### src/diffserv_params.svh
// Purpose: Offsets, field layout, reset values and bus codes of the priority map
// Assumes: Included by its bare name wherever a value is needed
// Notes: Register indexes are word indexes; the byte address is four times the index
`ifndef DIFFSERV_PARAMS_SVH
`define DIFFSERV_PARAMS_SVH

`define DS_ADDR_WIDTH 12
`define DS_DATA_WIDTH 32
`define DS_REG_COUNT 16
`define DS_CODE_WIDTH 6
`define DS_PRIO_WIDTH 2
`define DS_MAP_WIDTH 128
`define DS_BYTE_RESET 8'h00

// Register indexes; the byte address on the bus is index times four
`define DS_IDX_00_03 8'h90
`define DS_IDX_04_07 8'h91
`define DS_IDX_08_0B 8'h92
`define DS_IDX_0C_0F 8'h93
`define DS_IDX_10_13 8'h94
`define DS_IDX_14_17 8'h95
`define DS_IDX_18_1B 8'h96
`define DS_IDX_1C_1F 8'h97
`define DS_IDX_20_23 8'h98
`define DS_IDX_24_27 8'h99
`define DS_IDX_28_2B 8'h9A
`define DS_IDX_2C_2F 8'h9B
`define DS_IDX_30_33 8'h9C
`define DS_IDX_34_37 8'h9D
`define DS_IDX_38_3B 8'h9E
`define DS_IDX_3C_3F 8'h9F

// The sixteen indexes share their upper four bits
`define DS_IDX_PAGE 6'h09
`define DS_TOS_CODE_MSB 7
`define DS_TOS_CODE_LSB 2

`define DS_RESP_OKAY 2'h0
`define DS_RESP_SLVERR 2'h2

`endif

### src/diffserv_pkg.sv
// Purpose: Types shared by the priority map files
// Assumes: Nothing is imported; users write diffserv_pkg::name
// Notes: State codes are written out so a waveform reads the same everywhere
package diffserv_pkg;

   typedef enum logic [1:0] {
      WR_IDLE = 2'b00,
      WR_HAVE_ADDR = 2'b01,
      WR_HAVE_DATA = 2'b10,
      WR_RESP = 2'b11
   } wr_state_type;

   typedef enum logic [0:0] {
      RD_IDLE = 1'b0,
      RD_RESP = 1'b1
   } rd_state_type;

endpackage : diffserv_pkg

### src/diffserv_map_byte.sv
// Purpose: One byte of the priority table, four 2-bit entries
// Assumes: Synchronous active-high reset on the core clock
// Notes: Written whole; partial field writes are not offered
`include "diffserv_params.svh"

module diffserv_map_byte (
   input wire logic clk,
   input wire logic reset,
   input wire logic write_en,
   input wire logic [7:0] write_data,
   output logic [7:0] value
);

   logic [7:0] next_value;

   always_comb begin
      next_value = write_en ? write_data : value;
   end

   always_ff @(posedge clk) begin
      if (reset) begin
         value <= `DS_BYTE_RESET;
      end else begin
         value <= next_value;
      end
   end

endmodule : diffserv_map_byte

### src/diffserv_priority_map.sv
// Purpose: DiffServ priority table with an AXI4-Lite register slave
// Assumes: TOS_VALID, TOS_BYTE and IS_IP come from logic on REF_CLK
// Notes: Priority appears one cycle after the request; reads return old data on a same-cycle write
//
// Implementation choice: register access over AXI4-Lite.
`include "diffserv_params.svh"

module diffserv_priority_map (
   input wire logic REF_CLK,
   input wire logic RESET,
   input wire logic AWVALID,
   output logic AWREADY,
   input wire logic [`DS_ADDR_WIDTH-1:0] AWADDR,
   input wire logic [2:0] AWPROT,
   input wire logic WVALID,
   output logic WREADY,
   input wire logic [`DS_DATA_WIDTH-1:0] WDATA,
   input wire logic [3:0] WSTRB,
   output logic BVALID,
   input wire logic BREADY,
   output logic [1:0] BRESP,
   input wire logic ARVALID,
   output logic ARREADY,
   input wire logic [`DS_ADDR_WIDTH-1:0] ARADDR,
   input wire logic [2:0] ARPROT,
   output logic RVALID,
   input wire logic RREADY,
   output logic [`DS_DATA_WIDTH-1:0] RDATA,
   output logic [1:0] RRESP,
   input wire logic TOS_VALID,
   input wire logic [7:0] TOS_BYTE,
   input wire logic IS_IP,
   output logic PRIO_VALID,
   output logic [`DS_PRIO_WIDTH-1:0] PRIO
);

   diffserv_pkg::wr_state_type wr_state;
   diffserv_pkg::wr_state_type next_wr_state;
   diffserv_pkg::rd_state_type rd_state;
   diffserv_pkg::rd_state_type next_rd_state;
   logic [`DS_ADDR_WIDTH-1:0] wr_addr;
   logic [`DS_ADDR_WIDTH-1:0] next_wr_addr;
   logic [7:0] wr_data;
   logic [7:0] next_wr_data;
   logic wr_strb;
   logic next_wr_strb;
   logic [1:0] next_bresp;
   logic [`DS_DATA_WIDTH-1:0] next_rdata;
   logic [1:0] next_rresp;
   logic next_prio_valid;
   logic [`DS_PRIO_WIDTH-1:0] next_prio;
   logic aw_fire;
   logic w_fire;
   logic wr_commit;
   logic [`DS_ADDR_WIDTH-1:0] commit_addr;
   logic [7:0] commit_data;
   logic commit_strb;
   logic commit_hit;
   logic [3:0] commit_reg;
   logic rd_hit;
   logic [`DS_CODE_WIDTH-1:0] code;
   logic [7:0] map_byte [`DS_REG_COUNT];
   logic [`DS_MAP_WIDTH-1:0] map_flat;

   // Table storage: one byte register per four codes
   genvar g;
   generate
      for (g = 0; g < `DS_REG_COUNT; g++) begin : gen_map
         diffserv_map_byte u_byte (
            .clk(REF_CLK),
            .reset(RESET),
            .write_en(commit_hit && commit_strb && (commit_reg == 4'(g))),
            .write_data(commit_data),
            .value(map_byte[g])
         );
         assign map_flat[g*8 +: 8] = map_byte[g];
      end
   endgenerate

   // Write channel: address and data may arrive in either order
   assign aw_fire = AWVALID && AWREADY;
   assign w_fire = WVALID && WREADY;
   assign AWREADY = (wr_state == diffserv_pkg::WR_IDLE) || (wr_state == diffserv_pkg::WR_HAVE_DATA);
   assign WREADY = (wr_state == diffserv_pkg::WR_IDLE) || (wr_state == diffserv_pkg::WR_HAVE_ADDR);
   assign BVALID = (wr_state == diffserv_pkg::WR_RESP);

   always_comb begin
      next_wr_state = wr_state;
      next_wr_addr = wr_addr;
      next_wr_data = wr_data;
      next_wr_strb = wr_strb;
      next_bresp = BRESP;
      wr_commit = 1'b0;
      commit_addr = aw_fire ? AWADDR : wr_addr;
      commit_data = w_fire ? WDATA[7:0] : wr_data;
      commit_strb = w_fire ? WSTRB[0] : wr_strb;
      if (aw_fire) begin
         next_wr_addr = AWADDR;
      end
      if (w_fire) begin
         next_wr_data = WDATA[7:0];
         next_wr_strb = WSTRB[0];
      end
      case (wr_state)
         diffserv_pkg::WR_IDLE: begin
            if (aw_fire && w_fire) begin
               wr_commit = 1'b1;
            end else if (aw_fire) begin
               next_wr_state = diffserv_pkg::WR_HAVE_ADDR;
            end else if (w_fire) begin
               next_wr_state = diffserv_pkg::WR_HAVE_DATA;
            end
         end
         diffserv_pkg::WR_HAVE_ADDR: begin
            wr_commit = w_fire;
         end
         diffserv_pkg::WR_HAVE_DATA: begin
            wr_commit = aw_fire;
         end
         diffserv_pkg::WR_RESP: begin
            if (BREADY) begin
               next_wr_state = diffserv_pkg::WR_IDLE;
            end
         end
         default: begin
            next_wr_state = diffserv_pkg::WR_IDLE;
         end
      endcase
      if (wr_commit) begin
         next_wr_state = diffserv_pkg::WR_RESP;
         next_bresp = commit_hit ? `DS_RESP_OKAY : `DS_RESP_SLVERR;
      end
   end

   // Only the sixteen table words answer; anything else gets a slave error
   assign commit_hit = wr_commit && (commit_addr[`DS_ADDR_WIDTH-1:6] == `DS_IDX_PAGE);
   assign commit_reg = commit_addr[5:2];

   always_ff @(posedge REF_CLK) begin
      if (RESET) begin
         wr_state <= diffserv_pkg::WR_IDLE;
         wr_addr <= '0;
         wr_data <= `DS_BYTE_RESET;
         wr_strb <= 1'b0;
         BRESP <= `DS_RESP_OKAY;
      end else begin
         wr_state <= next_wr_state;
         wr_addr <= next_wr_addr;
         wr_data <= next_wr_data;
         wr_strb <= next_wr_strb;
         BRESP <= next_bresp;
      end
   end

   // Read channel: data captured when the address is taken
   assign ARREADY = (rd_state == diffserv_pkg::RD_IDLE);
   assign RVALID = (rd_state == diffserv_pkg::RD_RESP);
   assign rd_hit = (ARADDR[`DS_ADDR_WIDTH-1:6] == `DS_IDX_PAGE);

   always_comb begin
      next_rd_state = rd_state;
      next_rdata = RDATA;
      next_rresp = RRESP;
      case (rd_state)
         diffserv_pkg::RD_IDLE: begin
            if (ARVALID) begin
               next_rd_state = diffserv_pkg::RD_RESP;
               next_rdata = rd_hit ? {24'h000000, map_byte[ARADDR[5:2]]} : '0;
               next_rresp = rd_hit ? `DS_RESP_OKAY : `DS_RESP_SLVERR;
            end
         end
         diffserv_pkg::RD_RESP: begin
            if (RREADY) begin
               next_rd_state = diffserv_pkg::RD_IDLE;
            end
         end
         default: begin
            next_rd_state = diffserv_pkg::RD_IDLE;
         end
      endcase
   end

   always_ff @(posedge REF_CLK) begin
      if (RESET) begin
         rd_state <= diffserv_pkg::RD_IDLE;
         RDATA <= '0;
         RRESP <= `DS_RESP_OKAY;
      end else begin
         rd_state <= next_rd_state;
         RDATA <= next_rdata;
         RRESP <= next_rresp;
      end
   end

   // Lookup: no IP version input, so IPv4 and IPv6 cannot diverge
   assign code = TOS_BYTE[`DS_TOS_CODE_MSB:`DS_TOS_CODE_LSB];

   always_comb begin
      next_prio_valid = TOS_VALID && IS_IP;
      next_prio = PRIO;
      if (TOS_VALID && IS_IP) begin
         next_prio = map_flat[{code, 1'b0} +: `DS_PRIO_WIDTH];
      end
   end

   always_ff @(posedge REF_CLK) begin
      if (RESET) begin
         PRIO_VALID <= 1'b0;
         PRIO <= '0;
      end else begin
         PRIO_VALID <= next_prio_valid;
         PRIO <= next_prio;
      end
   end
endmodule : diffserv_priority_map

### config.mk
export PLATFORM = sky130hd
export DESIGN_NAME = diffserv_priority_map
export DESIGN_NICKNAME = d
export VERILOG_FILES = /design/src/diffserv_pkg.sv /design/src/diffserv_map_byte.sv /design/src/diffserv_priority_map.sv
export VERILOG_INCLUDE_DIRS = /design/src
export SDC_FILE = /design/constraint.sdc
export NUM_CORES = 1
export LEC_CHECK = 0
export BUFFER_PORTS_ARGS = -buffer_cell sky130_fd_sc_hd__buf_2
export CORE_ASPECT_RATIO = 1.75
export CORE_MARGIN = 1.5
export CORE_UTILIZATION = 40
export DETAILED_ROUTE_END_ITERATION = 10
export GPL_TIMING_DRIVEN = 0
export PLACE_DENSITY = 0.6
export SLEW_MARGIN = 0
export SYNTH_ARGS = -nofsm -noshare
export SYNTH_HDL_FRONTEND = slang
export SYNTH_SLANG_ARGS = --single-unit
### constraint.sdc
create_clock -name REF_CLK -period 2.3 [get_ports REF_CLK]
set_input_delay 0.115 -clock REF_CLK [delete_from_list [all_inputs] [get_ports REF_CLK]]
set_output_delay 0.115 -clock REF_CLK [all_outputs]
set_load 0.01 [all_outputs]
==> results.py <==
metrics = {
    "run_status": {
        "run_status": "finished, final reports clean",
    },
    "timing": {
        "period_share_pct": 94.8,
        "fin_skew_ns": 0.00754,
        "drv_slew": 0,
        "rsz0062_at_grt": "yes",
        "slew_headroom_pct": 38.1,
        "clock.fmax_ghz": 0.459,
        "max_slew.worst_pin.slew_ns": 0.921,
        "fin_crit_ns": 2.18,
        "hold_viol": 0,
        "setup_viol": 0,
    },
    "floorplan": {
        "chipWidth_microns": 115,
        "dieArea_sq_um": 22900,
        "fp.dieH_microns": 199,
        "start_util_pct": 40.9,
        "rows": 71,
        "ios": 127,
        "coreArea_sq_um": 21500,
    },
    "global_routing": {
        "grt_max_degree": 17,
        "track_usage_pct": 22.6,
        "antenna_found_initial": 0,
        "grt_pass1_vias": 6162,
        "grt_pass1_wl_microns": 37400,
        "grt_remaining_overflow": 0,
    },
    "cts": {
        "clock_path_buffers": 2,
        "clk_latency_ns": 0.44,
        "htreeDepth": 4,
        "clock_sinks": 163,
        "cts_tree": "yes",
        "cts_buffers": 17,
        "clk_pin_slew_ns": 0.07,
        "root_buffer": "clkbuf_16",
    },
    "worst_setup_path": {
        "r2r_cells": 7,
        "critical_path_class": "flop to flop",
        "r2r_start": "wr_state[0]$_SDFFE_PP0P_",
        "critPathCaptureType": "flop",
        "cp_slowest_cell": "mux2i_4",
        "start_kind": "flop",
        "arrival_ns": 2.54,
        "cpPeakStageDelay_ns": 0.42,
        "required_ns": 2.66,
        "ff2ff_setup_slack_ns": 0.12,
        "crit_chain": "nand2b_4 > buf_12 > mux2i_4 > and2b_2 > and4_4 > buf_6 > mux2i_1",
        "cp_max_fo": 10,
        "r2r-end": "gen_map[8].u_byte.value[0]$_SDFFE_PP0P_",
    },
    "synthesis": {
        "avgSynthCellArea_sq_um": 11.5,
        "synthArstFlopShare_pct": 0,
        "netlist_area_sq_um": 8800,
        "yosysSeqAreaShare_pct": 37.1,
        "synth_area_leader_cell": "dfxtp_1",
        "yosysTopAreaCellShare_pct": 37.1,
        "synth_flop_cell": "dfxtp_1",
        "ys_ff_latch": 163,
        "yosysUniqueCellTypes": 48,
        "yosys_warnings": 0,
        "synth_edf_count": 0,
        "syn_inst": 767,
        "synthTopCellsByArea": "dfxtp_1 (37%), mux2i_1 (18%), mux4_2 (16%)",
    },
    "min_path": {
        "whs_endpoint": "wr_addr[9]$_SDFF_PP0_",
        "min_from": "AWVALID",
        "hold_class": "input pin to flop",
        "whs_path_depth": 3,
    },
    "final_layout": {
        "nets": 962,
        "nFillCells": 2019,
        "area_growth_pct": 17.8,
        "diodes": 0,
        "final_cells": 1184,
        "design_area_sq_um": 10400,
        "final_layout_size_suffix_gt1_share_pct": 28.0,
    },
    "power": {
        "ir_worst_vdd_uv": 480,
        "p_leak_nw": 4.46,
        "p_per_area_nw_per_um2": 645,
    },
    "run": {
        "cap_violations": 0,
    },
    "place": {
        "hpwl_microns": 19000,
        "io_buffers": 53,
        "dp.cells": 1137,
        "gp_congestion": 0.875,
        "place_area_sq_um": 9520,
    },
    "drt": {
        "vias": 6190,
        "vias_per_cell": 5.23,
        "avgRoutedWirePerCell_microns": 21.0,
        "ant_nets": 0,
        "drc_errors": 0,
        "wl_microns": 24900,
        "firstDrtPassIters": 4,
        "drtIter0Drc": 270,
    },
}
[synthesized netlist by cell type, types with 2 or more instances]
cell / number
a211oi_1: 7
a21oi_1: 2
a22o_1: 2
a22oi_1: 14
a41o_1: 2
and4_1: 2
buf_1: 2
buf_12: 2
buf_2: 18
buf_4: 30
clkbuf_1: 35
dfxtp_1: 163
inv_1: 14
mux2_2: 2
mux2i_1: 159
mux2i_4: 4
mux4_2: 64
nand2_1: 14
nand2b_1: 131
nand3_1: 10
nand3_4: 9
nand3b_1: 3
nor2_1: 30
nor2_4: 2
nor2b_1: 6
nor3_1: 4
nor4b_1: 3
o21ai_0: 2
o31ai_1: 4
or2_2: 9
[metal layers]
layer	up-vias	track usage [%]	wire length, microns
met2	178	41.7	13400
met4	0	11.0	1040
met3	41	3.34	953
met5	-	0	0
li1	2926	-	-
met1	3045	24.8	9500
[critical path: cells and delay by family (launching register included)]
kind | cells | cell delay [ns]
simple gates | 3 | 0.74
mux | 2 | 0.61
flops | 1 | 0.40
buf+inv | 2 | 0.32
[registers in the layout, summed over array words and instances (netlist names)]
| signal | flops |
|---|---|
| wr_addr | 10 |
| PRIO | 2 |
| wr_data | 8 |
| gen_map.u_byte.value | 128 |
| RRESP | 1 |
| PRIO_VALID | 1 |
| RVALID | 1 |
| wr_strb | 1 |
| RDATA | 8 |
| wr_state | 2 |
| BRESP | 1 |
[through the flow]
stage          setup TNS, ns  setup WS, ns  utilization, %  total power, W  hold WS, ns
2_1_floorplan              0         0.371               -         0.00337        0.214
3_3_place_gp           -5.09        -0.189            44.3         0.00356        0.310
3_5_place_dp           -4.47        -0.180            44.3         0.00356        0.313
4_1_cts                    0       0.00179            47.7         0.00670       0.0164
5_1_grt              -0.0159      -0.00870            48.2         0.00687       0.0403
6_report                   0         0.120            48.2         0.00668       0.0246
[layout by cell type, fill, tap and decap left out, types with 17 or more instances in the layout]
master	instances
buf_2	70
buf_4	35
clkbuf_1	29
clkbuf_16	17
conb_1	26
dfxtp_1	163
mux2i_1	159
mux4_2	64
nand2b_1	131
nor2_1	30
[logic make-up (layout without fill, tap and decap cells)]
kind of cell,count (synthesis),in the layout,synth area share (%)
AO/OA/AOI/OAI,35,35,2.96
buffers and inverters,102,202,6.34
other,1,26,0.0426
multiplexers,229,229,35.8
AND/OR/NAND/NOR,237,237,17.8
flip-flops,163,163,37.1
[report_power, final]
part           total (W)  internal, W  switching [W]
Combinational   0.000666     0.000280       0.000386
Sequential       0.00287      0.00285      0.0000149
Clock            0.00315      0.00190        0.00125
Total            0.00668      0.00503        0.00165
[worst max path at each step]
stage                                  start                                  endpoint  slack (ns)  cells after the start
floorplan           wr_state[0]$_SDFFE_PP0P_   gen_map[2].u_byte.value[0]$_SDFFE_PP0P_        0.37                      7
global placement    wr_state[1]$_SDFFE_PP0P_  gen_map[15].u_byte.value[2]$_SDFFE_PP0P_       -0.19                      7
detailed placement  wr_state[1]$_SDFFE_PP0P_  gen_map[14].u_byte.value[2]$_SDFFE_PP0P_       -0.18                      7
CTS                 wr_state[1]$_SDFFE_PP0P_   gen_map[5].u_byte.value[3]$_SDFFE_PP0P_       0.002                      7
global route        wr_state[0]$_SDFFE_PP0P_   gen_map[8].u_byte.value[5]$_SDFFE_PP0P_      -0.009                      7
finish              wr_state[0]$_SDFFE_PP0P_   gen_map[8].u_byte.value[0]$_SDFFE_PP0P_        0.12                      7
[cell type report]
cell class | count | area, sq um | area share, %
clock buffer | 19 | 453 | 4.37
multi-input combinational | 527 | 5080 | 49.1
inverter | 14 | 52.6 | 0.507
timing repair buffer | 69 | 433 | 4.18
sequential | 163 | 3260 | 31.5
tap | 292 | 365 | 3.53
buffer | 87 | 510 | 4.93
clock inverter | 13 | 196 | 1.90
[what timing repair did]
item | CTS | global route
hold buffers | 9 | 0
gates resized for setup | 3 | 7
pin swaps | 0 | 1
setup buffers | 0 | 7
setup endpoints to repair | 28 | 79
endpoints found under the hold margin | 8 | 0
No activity file was read; power rests on OpenSTA's default activity.
